$ cat config.mk
export PLATFORM = sky130hd
export DESIGN_NAME = foa_top
export DESIGN_NICKNAME = d
export VERILOG_FILES = /design/src/foa_pkg.sv /design/src/foa_top.sv
export VERILOG_INCLUDE_DIRS = /design/src
export SDC_FILE = /design/constraint.sdc
export NUM_CORES = 1
export LEC_CHECK = 0
export ABC_AREA = 1
export BUFFER_PORTS_ARGS = -buffer_cell sky130_fd_sc_hd__buf_2
export CELL_PAD_IN_SITES_DETAIL_PLACEMENT = 1
export CELL_PAD_IN_SITES_GLOBAL_PLACEMENT = 1
export CORE_MARGIN = 8
export CORE_UTILIZATION = 40
export DETAILED_ROUTE_END_ITERATION = 7
export PLACE_DENSITY = 0.77
export SYNTH_ARGS = -nofsm -noshare
export SYNTH_HDL_FRONTEND = slang
export SYNTH_SLANG_ARGS = --single-unit
$ cat constraint.sdc
create_clock -name mclk_i -period 5 [get_ports mclk_i]
set_input_delay 1 -clock mclk_i [delete_from_list [all_inputs] [get_ports mclk_i]]
set_output_delay 1 -clock mclk_i [all_outputs]
set_load 0.005 [all_outputs]
$ cat src/foa_cfg.svh
// Register offsets, field positions, reset values and timing counts.
`ifndef FOA_CFG_SVH
`define FOA_CFG_SVH
// ===========================================================
// Register offsets
`define FOA_A_LIMIT    7'h2A
`define FOA_A_CORR     7'h2B
`define FOA_A_AFC_CFG  7'h1D
`define FOA_A_RATE_HI  7'h6E
`define FOA_A_RATE_LO  7'h6F
`define FOA_A_RATE_CFG 7'h70
`define FOA_A_OFS_LO   7'h73
`define FOA_A_OFS_HI   7'h74
`define FOA_A_BAND     7'h75
// ===========================================================
// Reset values
`define FOA_R_LIMIT    8'h00
`define FOA_R_AFC_CFG  8'h01
`define FOA_R_RATE_HI  8'h0A
`define FOA_R_RATE_LO  8'h3D
`define FOA_R_RATE_CFG 8'h00
`define FOA_R_OFS_LO   8'h00
`define FOA_R_OFS_HI   2'h0
`define FOA_R_BAND     8'h35
// ===========================================================
// Field positions
`define FOA_AFCEN_BIT  7
`define FOA_GEAR_LSB   4
`define FOA_WAIT_LSB   0
`define FOA_SCALE_BIT  5
`define FOA_HIBAND_BIT 5
// ===========================================================
// Timing
`define FOA_MCLK_HZ    50000000
`define FOA_REF_HZ     1000000
`define FOA_REF_DIV    (`FOA_MCLK_HZ / `FOA_REF_HZ)
`endif

$ cat src/foa_pkg.sv
// Types shared by the offset, correction and rate generator block.
package foa_pkg;
   typedef enum logic [1:0] {FOA_MEAS, FOA_SETTLE, FOA_FROZEN} foa_st_e;
   typedef struct packed {
      logic       wr;
      logic       rd;
      logic [6:0] addr;
      logic [7:0] wdata;
   } foa_req_s;
   typedef struct packed {
      logic              rx;
      logic              tx;
      logic              multi;
      logic              pre_det;
      logic              pkt_end;
      logic              bit_tick;
      logic signed [7:0] err;
   } foa_radio_s;
   typedef struct packed {
      logic [7:0]         rate_hi;
      logic [7:0]         rate_lo;
      logic [7:0]         rate_cfg;
      logic [7:0]         ofs_lo;
      logic [1:0]         ofs_hi;
      logic [7:0]         band;
      logic [7:0]         afc_cfg;
      logic [7:0]         limit;
      logic signed [9:0]  off;
      logic signed [10:0] lo;
      logic               act;
      foa_st_e            st;
      logic [3:0]         bcnt;
      logic signed [8:0]  esum;
      logic [5:0]         div;
      logic [20:0]        ph;
      logic               tick;
      logic [7:0]         rdata;
   } foa_state_s;
endpackage : foa_pkg

$ cat src/foa_top.sv
// Carrier offset, automatic frequency correction loop and transmit rate generator.
`timescale 1ns/1ps
`include "foa_cfg.svh"

// Notes on behaviour
// - The manual offset drives the oscillator only while correction is off.
// - Manual offset and correction share one value; only one acts.
// - The 10-bit offset is a two's complement signed number.
// - One offset step is 156.25 Hz times one plus the band bit.
// - Range is +-160 kHz in high band and +-80 kHz in low band.
// - Both offset and correction act by shifting the oscillator.
// - After preamble detection the correction is held until packet end.
// - In multi-packet receive the correction clears at each packet end.
// - The correction is bounded by an unsigned pull-in limit register.
// - Gear 000 applies full error; each increment halves the feedback.
// - Each cycle measures two bit periods, updates, then settles.
// - Wait field sets cycle length; 001 gives two plus two bits.
// - Wait field zero gives no correction output.
// - Software reads the low eight bits of the present correction value.
// - Rate is word times 1 MHz over two to 16 plus 5 times prescale.
// - The rate word affects transmit only.
// - Rates from 0.477 bps to just under 1000 kbps are supported.
// - Band bit one selects high band, zero the halved low band.
module foa_top
   import foa_pkg::*;
(
   // Clock and reset
   input  wire logic               mclk_i,
   input  wire logic               nrst_i,
   // Register port
   input  wire foa_req_s           reg_req_i,
   output logic [7:0]              reg_rdata_o,
   // Radio status and measured error
   input  wire foa_radio_s         radio_i,
   // Oscillator shift and transmit bit strobe
   output logic signed [10:0]      lo_shift_o,
   output logic                    tx_bit_tick_o
);

   // ===========================================================
   // State
   // All state lives in one struct, so reset and update cannot drift apart.
   foa_state_s         s_q;
   foa_state_s         s_d;
   logic               act;
   logic               upd;
   logic [2:0]         gear;
   logic [2:0]         wait_len;
   logic signed [8:0]  efull;
   logic signed [7:0]  eavg;
   logic signed [7:0]  escl;
   logic signed [10:0] corr;
   logic signed [10:0] lim;
   logic [21:0]        sum;
   logic [9:0]         off_mag;

   // Every output comes straight from a flip-flop of the state struct.
   assign reg_rdata_o   = s_q.rdata;
   assign lo_shift_o    = s_q.lo;
   assign tx_bit_tick_o = s_q.tick;

   // ===========================================================
   // Next state
   always_comb begin
      s_d   = s_q;
      gear  = s_q.afc_cfg[`FOA_GEAR_LSB +: 3];
      wait_len = s_q.afc_cfg[`FOA_WAIT_LSB +: 3];
      act   = radio_i.rx && s_q.afc_cfg[`FOA_AFCEN_BIT];
      upd   = 1'b0;
      // Nine bits hold the sum of two samples, so the average cannot wrap.
      efull = s_q.esum + {radio_i.err[7], radio_i.err};
      eavg  = efull[8:1];
      // The shift rounds toward minus infinity, a bias of at most one step.
      escl  = eavg >>> gear;
      corr  = {s_q.off[9], s_q.off} - {{3{escl[7]}}, escl};
      lim   = {3'b000, s_q.limit};
      sum   = 22'h000000;

      // Register writes.
      // The correction register has no write entry; software cannot steer the loop.
      if (reg_req_i.wr) begin
         case (reg_req_i.addr)
            `FOA_A_LIMIT:    s_d.limit = reg_req_i.wdata;
            `FOA_A_AFC_CFG:  s_d.afc_cfg = reg_req_i.wdata;
            `FOA_A_RATE_HI:  s_d.rate_hi = reg_req_i.wdata;
            `FOA_A_RATE_LO:  s_d.rate_lo = reg_req_i.wdata;
            `FOA_A_RATE_CFG: s_d.rate_cfg = reg_req_i.wdata;
            `FOA_A_OFS_LO:   s_d.ofs_lo = reg_req_i.wdata;
            `FOA_A_OFS_HI:   s_d.ofs_hi = reg_req_i.wdata[1:0];
            `FOA_A_BAND:     s_d.band = reg_req_i.wdata;
            default: begin
            end
         endcase
      end

      // Register reads; unmapped addresses answer zero.
      // Both strobes in one cycle read the old value of the register.
      if (reg_req_i.rd) begin
         case (reg_req_i.addr)
            `FOA_A_LIMIT:    s_d.rdata = s_q.limit;
            `FOA_A_CORR:     s_d.rdata = s_q.off[7:0];
            `FOA_A_AFC_CFG:  s_d.rdata = s_q.afc_cfg;
            `FOA_A_RATE_HI:  s_d.rdata = s_q.rate_hi;
            `FOA_A_RATE_LO:  s_d.rdata = s_q.rate_lo;
            `FOA_A_RATE_CFG: s_d.rdata = s_q.rate_cfg;
            `FOA_A_OFS_LO:   s_d.rdata = s_q.ofs_lo;
            `FOA_A_OFS_HI:   s_d.rdata = {6'h00, s_q.ofs_hi};
            `FOA_A_BAND:     s_d.rdata = s_q.band;
            default:         s_d.rdata = 8'h00;
         endcase
      end

      // ========================================================
      // Shared offset value and correction loop
      if (!act) begin
         // The loop restarts cleanly so a stale measurement never leaks in.
         s_d.off  = {s_q.ofs_hi, s_q.ofs_lo};
         s_d.st   = FOA_MEAS;
         s_d.bcnt = 4'h0;
         s_d.esum = 9'h000;
      end else if (!s_q.act) begin
         // Entering the loop starts from zero; the manual value never seeds it.
         s_d.off  = 10'h000;
         s_d.st   = FOA_MEAS;
         s_d.bcnt = 4'h0;
         s_d.esum = 9'h000;
      end else if (radio_i.pkt_end) begin
         // A packet end beats a preamble or bit strobe in the same cycle.
         if (radio_i.multi) begin
            s_d.off = 10'h000;
         end
         s_d.st   = FOA_MEAS;
         s_d.bcnt = 4'h0;
         s_d.esum = 9'h000;
      end else if (radio_i.pre_det || s_q.st == FOA_FROZEN) begin
         s_d.st = FOA_FROZEN;
      end else if (radio_i.bit_tick) begin
         case (s_q.st)
            FOA_MEAS: begin
               s_d.esum = efull;
               s_d.bcnt = s_q.bcnt + 4'h1;
               if (s_q.bcnt == 4'h1) begin
                  upd      = (wait_len != 3'h0);
                  s_d.st   = FOA_SETTLE;
                  s_d.bcnt = 4'h0;
                  s_d.esum = 9'h000;
               end
            end
            FOA_SETTLE: begin
               s_d.bcnt = s_q.bcnt + 4'h1;
               // A wait field of zero leaves settling after a single strobe.
               if ((s_q.bcnt + 4'h1) >= {wait_len, 1'b0}) begin
                  s_d.st   = FOA_MEAS;
                  s_d.bcnt = 4'h0;
               end
            end
            default: s_d.st = FOA_MEAS;
         endcase
      end

      // Clamp to the pull-in limit; the limit also keeps the sum in range.
      // With the wait field at zero the loop still cycles but never moves the oscillator.
      if (upd) begin
         if (corr > lim) begin
            s_d.off = lim[9:0];
         end else if (corr < (11'sh000 - lim)) begin
            s_d.off = 10'(11'sh000 - lim);
         end else begin
            s_d.off = corr[9:0];
         end
      end
      s_d.act = act;

      // Step doubles in high band, giving +-160 kHz against +-80 kHz.
      if (s_d.band[`FOA_HIBAND_BIT]) begin
         s_d.lo = {s_d.off, 1'b0};
      end else begin
         s_d.lo = {s_d.off[9], s_d.off};
      end

      // ========================================================
      // Transmit rate generator
      // The phase keeps its low bits when the prescale flips, so the first strobe
      // after a change may come early; later strobes keep the programmed period.
      s_d.tick = 1'b0;
      if (!radio_i.tx) begin
         s_d.div = 6'h00;
         s_d.ph  = 21'h000000;
      end else if (s_q.div == 6'(`FOA_REF_DIV - 1)) begin
         s_d.div = 6'h00;
         sum     = {1'b0, s_q.ph} + {6'h00, s_q.rate_hi, s_q.rate_lo};
         if (s_q.rate_cfg[`FOA_SCALE_BIT]) begin
            s_d.tick = sum[21];
            s_d.ph   = sum[20:0];
         end else begin
            s_d.tick = sum[16];
            s_d.ph   = {5'h00, sum[15:0]};
         end
      end else begin
         s_d.div = s_q.div + 6'h01;
      end
   end

   // ===========================================================
   // Registers
   always_ff @(posedge mclk_i) begin
      if (!nrst_i) begin
         // Fields without a register default start at zero.
         s_q          <= '0;
         s_q.rate_hi  <= `FOA_R_RATE_HI;
         s_q.rate_lo  <= `FOA_R_RATE_LO;
         s_q.rate_cfg <= `FOA_R_RATE_CFG;
         s_q.ofs_lo   <= `FOA_R_OFS_LO;
         s_q.ofs_hi   <= `FOA_R_OFS_HI;
         s_q.band     <= `FOA_R_BAND;
         s_q.afc_cfg  <= `FOA_R_AFC_CFG;
         s_q.limit    <= `FOA_R_LIMIT;
         s_q.lo       <= 11'h000;
         s_q.st       <= FOA_MEAS;
      end else begin
         s_q <= s_d;
      end
   end

   // ===========================================================
   // Checks
   assign off_mag = s_q.off[9] ? 10'(10'sh000 - s_q.off) : s_q.off;
endmodule : foa_top

Yosys cells after proc, flatten, opt, wreduce, memory -nomap -nowiden
Cells that the tools add are included.
{"block": "word_totals", "in_bits": 33, "out_inout_bits": 20, "elab_cells": 105, "regBits": 131}
{"block": "classes", "n_bitwise": 5, "addsub": 6, "reduce_logical": 24, "n_eq_ne": 17, "shifts": 1, "mux": 28, "magnitude_cmp": 3}
{"operator": "$mux W10", "count": 8}
{"operator": "$pmux W8 S9", "count": 1}
{"operator": "$mux W22", "count": 2}
{"operator": "$eq A7 B7 Y1 const B", "count": 6}
{"operator": "$mux W15", "count": 2}
{"operator": "$add A21 B16 Y22", "count": 1}
{"operator": "$reduce_and A2 Y1", "count": 9}
{"operator": "$mux W8", "count": 2}
{"operator": "$reduce_and A3 Y1", "count": 5}
{"operator": "$eq A7 B6 Y1 const B", "count": 2}
{"operator": "$mux W6", "count": 2}
{"operator": "$gt A11 B9 Y1", "count": 1}
{"operator": "$lt A11 B11 Y1", "count": 1}
{"operator": "$sub A10 B8 Y11", "count": 1}
{"operator": "$add A9 B9 Y9", "count": 1}
{"operator": "$mux W9", "count": 1}
{"operator": "$sub A1 B8 Y9 const A", "count": 1}
{"operator": "$pmux W4 S2", "count": 1}
{"operator": "$sshr A8 B3 Y8", "count": 1}
{"operator": "$eq A7 B5 Y1 const B", "count": 1}
{"operator": "$mux W1", "count": 7}
{"operator": "$add A6 B1 Y6 const B", "count": 1}
{"operator": "$eq A6 B6 Y1 const B", "count": 1}
{"operator": "$ne A3 B3 Y1 const B", "count": 2}
{"operator": "18 further kinds", "count": 24}

Logic depth before layout (Yosys ltp)
Gate-level depths: netlist of the first run.
{"block": "depth", "ltp_word": 10, "ltp_mapped": 42, "ltp_nobuf": 41}

Worst setup path before layout of the first run
Ideal clock, no wire load.
{"block": "synth_path", "path_kind": "input-to-reg", "startpoint": "input port radio_i[0] (netlist bit)", "endpoint": "register s_q, in the netlist lo_shift_o[2]", "slack_ns": -0.381, "path_stages": 40, "path_buffers": 1, "required_ns": 4.891, "setup_ns": 0.109, "arrival_time_ns": 5.272, "cell_sequence": "ha_1 fa_1 nand3_1 nand3_1 nand2_1 nand2_1 nand2_1 nand2_1 nand2_1 nand2_1 o21ai_0 nor2_1 a31oi_1 nand2_1 o21ai_0 ha_1 inv_1 fa_1 [4 not listed] nand4_2 nand2_4 inv_1 ha_1 a21oi_1 o21a_1 nand4_1 nand2_1 inv_2 clkbuf_1 nand2_1 o21ai_0 nand2_2 nand3_2 nand3_2 nand2_1 nand2_1 inv_1"}
{"block": "synth_between", "elab_chain_cells": 8, "word_cells_on_any_way": 9, "classes_between": "add/sub: 2; order compare: 2; shift: 1; mux: 4"}
{"item": "start, declared", "line_no": "foa_top.sv:34", "source": "input wire foa_radio_s radio_i,"}
{"item": "$add A9 B9 Y9 *", "line_no": "foa_top.sv:71", "source": "efull = s_q.esum + {radio_i.err[7], radio_i.err};"}
{"item": "$sshr A8 B3 Y8 *", "line_no": "foa_top.sv:74", "source": "escl = eavg >>> gear;"}
{"item": "$sub A10 B8 Y11 *", "line_no": "foa_top.sv:75", "source": "corr = {s_q.off[9], s_q.off} - {{3{escl[7]}}, escl};"}
{"item": "$lt A11 B11 Y1", "line_no": "foa_top.sv:166", "source": "end else if (corr < (11'sh000 - lim)) begin"}
{"item": "$mux W10", "line_no": "foa_top.sv:166"}
{"item": "$mux W10 *", "line_no": "foa_top.sv:164", "source": "if (corr > lim) begin"}
{"item": "$mux W10 *", "line_no": "foa_top.sv:163", "source": "if (upd) begin"}
{"item": "$mux W10 *", "line_no": "foa_top.sv:175", "source": "if (s_d.band[`FOA_HIBAND_BIT]) begin"}
{"item": "end, declared", "line_no": "foa_top.sv:43", "source": "foa_state_s s_q;"}
Every way passes the cells marked *; elsewhere a longest branch is shown, timed or not.
A chain may end at the register's enable or synchronous reset.

Final worst setup path of the first run
{"block": "layout_path", "startpoint": "input port radio_i[0] (netlist bit)", "endpoint": "register s_q, in the netlist lo_shift_o[9]"}
The elaborated chain is that of the path after synthesis.

==> results of run 1 <==
worst register-to-register path: cells and delay by family (launching register included):
kind                       cells  cell delay (ps)
AOI/OAI and AO/OA              6              890
xor gates and xnor gates       1              190
adders and majority gates      4             1060
buffers and inverters          7              880
DFF                            1              340
and+or+nand+nor               16             1690
synth_stat cells, types with 14 or more instances:
| cell type | n |
|---|---|
| a21oi_1 | 111 |
| a221oi_1 | 14 |
| buf_4 | 19 |
| clkbuf_1 | 16 |
| dfxtp_1 | 130 |
| ha_1 | 58 |
| inv_1 | 152 |
| nand2_1 | 283 |
| nand2_2 | 15 |
| nand3_1 | 55 |
| nand4_1 | 21 |
| nor2_1 | 84 |
| nor3_1 | 15 |
| o211ai_1 | 15 |
| o21ai_0 | 86 |
| xor2_1 | 15 |
sequential cells by signal, summed over array words and instances, names as in the netlist:
register,count
tx_bit_tick_o,1
s_q,100
gear,3
reg_rdata_o,8
lim,8
lo_shift_o,10
cell families (layout without fill, tap and decap cells):
group | Yosys count | after routing
buf+inv | 204 | 365
compound gates | 279 | 279
fa+ha+maj | 61 | 61
xor+xnor | 20 | 20
flops | 130 | 130
simple gates | 515 | 516
per-layer routing:
layer / wire length (microns) / track usage (%) / vias to the layer above
met3: 1470 / 4.30 / 78
met1: 14000 / 29.0 / 4511
met5: 0 / 0 / -
met2: 16000 / 39.7 / 279
met4: 1100 / 9.22 / 0
li1: - / - / 4339
metrics by stage:
step / hold slack, ps / TNS (ps) / instance area [sq um]
floorplan: 430 / -308 / 8470
global placement: 447 / -9190 / 9380
detailed placement: 455 / -12690 / 9380
CTS: 465 / -15.5 / 10400
global route: 479 / -12050 / 10800
finish: 463 / -7160 / 10800
cell type report:
class / count / area share [%]
clock buffer: 17 / 3.95
clock inverter: 15 / 1.67
inverter: 163 / 5.72
multi-input combinational: 876 / 50.5
sequential: 130 / 24.1
tap: 275 / 3.19
timing repair buffer: 169 / 10.8
timing repair inverter: 1 / 0.0464
worst min-delay path by stage:
stage	endpoint	slack, ps	cells after the start
2_1_floorplan	s_q[96]	430	2
3_3_place_gp	s_q[21]	450	2
3_5_place_dp	s_q[23]	460	2
4_1_cts	s_q[21]	470	2
5_1_grt	s_q[21]	480	2
6_report	reg_rdata_o[5]	460	2
timing repair:
item	4_1_cts	5_1_grt
hold endpoints to repair	0	0
resized for setup	31	74
pin swaps	16	48
cloned	0	2
setup endpoints to repair	20	21
buffers inserted	33	7
power groups by stage:
stage / clock network (W) / logic [W] / registers [W]
6_report: 0.00129 / 0.000345 / 0.00104
3_3_place_gp: 0 / 0.000262 / 0.00107
5_1_grt: 0.00135 / 0.000371 / 0.00104
3_5_place_dp: 0 / 0.000269 / 0.00107
2_1_floorplan: 0 / 0.000157 / 0.00106
4_1_cts: 0.00130 / 0.000291 / 0.00104
==> results.py, run 1 <==
metrics = {
    "synth": {
        "synth_top_area_share_pct": 31.0,
        "yosys.area_share.simple_pct": 27.8,
        "synth-edff-count": 0,
        "syn_area_per_cell_sq_um": 6.94,
        "synth_compound_area_share_pct": 19.4,
        "ys_warn_count": 0,
        "ys.flop_type": "dfxtp_1",
        "synth_xor_area_share_pct": 2.09,
        "synth_cell_type_count": 53,
        "yosysSeqAreaShare_pct": 31.0,
        "yosysTopAreaCell": "dfxtp_1",
        "syn-num-nets": 1303,
        "ys_ff_latch": 130,
        "netlist_area_sq_um": 8390,
        "synthesis.instances": 1209,
        "synth.area.top_cells": "dfxtp_1, nand2_1, ha_1",
        "synth_top_family_by_area": "simple AND/OR/NAND/NOR gates",
        "synth-adder-area-share_pct": 9.37,
        "synthArstFlopShare_pct": 0,
        "synthMuxAreaShare_pct": 0,
    },
    "pwr": {
        "p_total_w": 0.00268,
        "powerDensity_nw_per_um2": 248,
        "netSwitchingPower_w": 0.000786,
        "seqPwrFrac_pct": 38.9,
        "max-vdd-ir-drop_mv": 0.238,
        "p_int_w": 0.00189,
        "combinationalPowerShare_pct": 12.9,
        "power.leakage_nw": 4.80,
        "p_clk_share_pct": 48.2,
        "switching_share_pct": 29.4,
    },
    "route": {
        "drt-initial-drc-count": 744,
        "post_drt_via_cell_ratio": 5.59,
        "totalWireLength_microns": 32600,
        "vias": 9207,
        "drc": 0,
        "drt_first_pass_iters": 5,
        "antenna_left": 0,
        "wl_per_cell_microns": 19.8,
    },
    "critical_path": {
        "path_depth": 35,
        "crit_path_max_incr_delay_ps": 400,
        "cp_common_cell": "nand2_2",
        "crit_path_end": "lo_shift_o[9]",
        "r2r_setup_slack_ps": -130,
        "cp.arrival_ps": 5800,
        "critical_path.top_delay_family": "simple AND/OR/NAND/NOR gates",
        "cp-startpoint": "radio_i[0]",
        "end_kind": "register",
        "reg2reg_from": "s_q[36]",
        "cp_slowest_cell": "fa_2",
        "crit_buf_inv": 8,
        "r2r.worst_path.cells": 34,
        "path_class": "in -> reg",
        "r2r-end": "lo_shift_o[9]",
        "worstPathRequired_ps": 5350,
        "critPathLaunchType": "input port",
        "worstPathMaxFanout": 4,
    },
    "placement": {
        "dp.cells": 1572,
        "gp_congestion": 0.929,
        "dp_slack_ps": -740,
        "portBuffers": 52,
        "hpwl_microns": 22100,
    },
    "run_status": {
        "status": "finished with violations",
        "failed_checks": "setup timing",
    },
    "hold_path": {
        "worstHoldStart": "reg_rdata_o[5]",
        "hold_path.class": "reg -> reg",
    },
    "clock_network": {
        "cts_made_buffers": 17,
        "cts_tree": "built",
        "clk_latency_ps": 430,
        "htree_levels": 4,
        "clk_pin_slew_ps": 70,
        "cts-root-buf": "clkbuf_16",
        "hold_buffers": 0,
        "cts_buffer_depth": 2,
        "clkSinkCount": 130,
    },
    "global_route": {
        "grt_pass1_vias": 9386,
        "grt_max_degree": 58,
        "grt_antenna_before_repair": 0,
        "grt_pass1_wl_microns": 48800,
        "overflow": 0,
        "track_usage_pct": 23.4,
    },
    "finish": {
        "multiInputGateArea_sq_um": 5450,
        "diodes": 0,
        "area_growth_syn_to_layout_pct": 28.5,
        "fill_cells": 2651,
        "final_util_pct": 51.8,
        "final_common_cell": "nand2_1",
        "ff_latch_area_sq_um": 2600,
        "nNetsFinal": 1452,
        "drive_gt1_share_pct": 25.8,
        "instances_no_fill": 1646,
        "final_cell_mix": "nand2_1, inv_1, dfxtp_1, buf_4, a21oi_1",
    },
    "die": {
        "die-area_sq_um": 25900,
        "core_area_sq_um": 20800,
        "num_rows": 53,
        "num_io_pins": 53,
        "initial_core_util_pct": 40.3,
        "die_h_microns": 161,
        "die_x_microns": 161,
    },
    "sta": {
        "setup_ws_ps": -450,
        "clock_skew_ps": 15.3,
        "rsz0062_at_grt": "yes",
        "slew_viol_final": 0,
        "setup_viol": 21,
        "relSlewSlack_pct": 35.4,
        "fmax_ghz": 0.183,
        "hold_viol": 0,
        "min_period_ps": 5450,
        "tightest_slew_ps": 966,
        "fin_crit_sh_pct": 109,
    },
    "run": {
        "drv_cap": 0,
    },
}
No activity file was read; power rests on OpenSTA's default activity.
==> inputs of run 2 (changes only) <==
Settings changed: PLACE_DENSITY 0.77 to default, PLACE_DENSITY_LB_ADDON from default to 0.2.
==> results.py, run 2 (same netlist as run 1, synthesis figures left out) <==
metrics = {
    "route": {
        "drt-initial-drc-count": 428,
        "vias": 8662,
        "drt_first_pass_iters": 5,
        "antenna_left": 0,
        "drc": 0,
        "totalWireLength_microns": 28100,
        "post_drt_via_cell_ratio": 5.40,
        "wl_per_cell_microns": 17.5,
    },
    "clock_network": {
        "clkSinkCount": 130,
        "cts_tree": "built",
        "clk_latency_ps": 430,
        "cts_made_buffers": 17,
        "cts-root-buf": "clkbuf_16",
        "cts_buffer_depth": 2,
        "hold_buffers": 0,
        "clk_pin_slew_ps": 60,
        "htree_levels": 4,
    },
    "finish": {
        "drive_gt1_share_pct": 22.2,
        "nNetsFinal": 1409,
        "area_growth_syn_to_layout_pct": 22.4,
        "final_common_cell": "nand2_1",
        "final_util_pct": 49.3,
        "ff_latch_area_sq_um": 2600,
        "fill_cells": 2719,
        "diodes": 0,
        "final_cell_mix": "nand2_1, inv_1, dfxtp_1, a21oi_1, nor2_1",
        "final_cell_area_sq_um": 10300,
        "multiInputGateArea_sq_um": 5260,
        "top_register": "s_q",
        "largest_reg_flops": 100,
    },
    "global_route": {
        "grt_max_degree": 58,
        "track_usage_pct": 21.4,
        "overflow": 0,
        "grt_pass1_wl_microns": 44700,
        "grt_antenna_before_repair": 0,
        "grt_pass1_vias": 8710,
    },
    "sta": {
        "slew_viol_final": 0,
        "setup_ws_ps": -175,
        "tightest_slew_ps": 929,
        "relSlewSlack_pct": 37.7,
        "rsz0062_at_grt": "yes",
        "setup_viol": 17,
        "clock_skew_ps": 11.7,
        "fin_crit_sh_pct": 103,
        "hold_viol": 0,
        "fmax_ghz": 0.193,
        "min_period_ps": 5170,
    },
    "die": {
        "num_rows": 53,
        "num_io_pins": 53,
        "die-area_sq_um": 25900,
        "core_area_sq_um": 20800,
        "die_x_microns": 161,
        "initial_core_util_pct": 40.3,
        "die_h_microns": 161,
    },
    "run_status": {
        "failed_checks": "setup timing",
        "status": "finished with violations",
    },
    "critical_path": {
        "cp-startpoint": "radio_i[0]",
        "cp_common_cell": "nand2_1",
        "cp_slowest_cell": "fa_2",
        "reg2reg_from": "s_q[36]",
        "critical_path.top_delay_family": "simple AND/OR/NAND/NOR gates",
        "worstPathRequired_ps": 5370,
        "critPathLaunchType": "input port",
        "cp.arrival_ps": 5540,
        "r2r-end": "lo_shift_o[3]",
        "r2r_setup_slack_ps": 130,
        "end_kind": "register",
        "crit_path_max_incr_delay_ps": 400,
        "path_class": "in -> reg",
        "crit_buf_inv": 5,
        "r2r.worst_path.cells": 38,
        "worstPathMaxFanout": 8,
    },
    "placement": {
        "dp_slack_ps": -722,
        "place_area_sq_um": 9300,
        "gp_congestion": 0.963,
        "portBuffers": 52,
        "hpwl_microns": 21800,
    },
    "pwr": {
        "powerDensity_nw_per_um2": 259,
        "max-vdd-ir-drop_mv": 0.228,
        "power.leakage_nw": 4.59,
    },
    "hold_path": {
        "hold_end": "s_q[19]",
        "holdPathStages": 2,
        "hold_path.class": "reg -> reg",
        "worstHoldStart": "s_q[19]",
    },
    "run": {
        "drv_cap": 0,
    },
}
[run 2: cell count changes in the layout (fill, tap and decap cells not counted), sizes merged]
cell,previous run,this run
buf,169,126
clkinv,10,5
clkinvlp,0,1
inv,168,171
bufinv,1,2
[run 2: worst register-to-register path: cells and delay by family (launching register included)]
family,cells,cell delay [ps]
flip-flops,1,340
AO/OA/AOI/OAI,6,770
AND/OR/NAND/NOR,23,2070
adder cells (fa/ha/maj),5,1390
buffers and inverters,4,230
[run 2: how the worst max path moves through the flow]
stage,cells after the start,to,slack [ps]
final,39,lo_shift_o[3],-170
after global routing,39,lo_shift_o[3],-430
after CTS,40,lo_shift_o[7],-30
after detailed placement,40,lo_shift_o[4],-720
after global placement,40,lo_shift_o[7],-550
after floorplan,40,lo_shift_o[2],-60
[run 2: routing by layer]
| metal | track usage, % | vias to the layer above | wire, microns |
|---|---|---|---|
| li1 | - | 4258 | - |
| met1 | 27.5 | 4155 | 12900 |
| met2 | 35.0 | 191 | 13200 |
| met3 | 3.74 | 58 | 1150 |
| met4 | 8.25 | 0 | 799 |
| met5 | 0 | - | 0 |
[run 2: cell type report]
| class | instances | share of cell area, % |
|---|---|---|
| Multi-Input combinational cell | 876 | 51.2 |
| Clock inverter | 15 | 1.83 |
| Timing Repair inverter | 1 | 0.0853 |
| Timing Repair Buffer | 126 | 8.04 |
| Tap cell | 275 | 3.35 |
| Clock buffer | 17 | 4.14 |
| Sequential cell | 130 | 25.3 |
| Inverter | 163 | 6.03 |
[run 2: repair_timing]
| item | CTS | global route |
|---|---|---|
| resized for setup | 43 | 34 |
| buffers inserted | 4 | 4 |
| endpoints found under the setup margin | 20 | 20 |
| pin swaps | 40 | 31 |
| cloned | 1 | 1 |
[run 2: metrics by stage]
stage | total power (W) | setup TNS, ps | instances | hold WS [ps]
floorplan | 0.00122 | -308 | 1209 | 430
global placement | 0.00132 | -9220 | 1561 | 444
detailed placement | 0.00133 | -12630 | 1561 | 457
CTS | 0.00266 | -127 | 1598 | 468
global route | 0.00275 | -6280 | 1603 | 480
finish | 0.00266 | -1680 | 1603 | 461
[run 2: power breakdown]
part / internal, W / leakage [nW] / total, W / switching, W
clock: 0.000763 / 0.301 / 0.00131 / 0.000549
sequential: 0.00104 / 1.05 / 0.00104 / 0.00000363
combinational: 0.000118 / 3.24 / 0.000307 / 0.000189
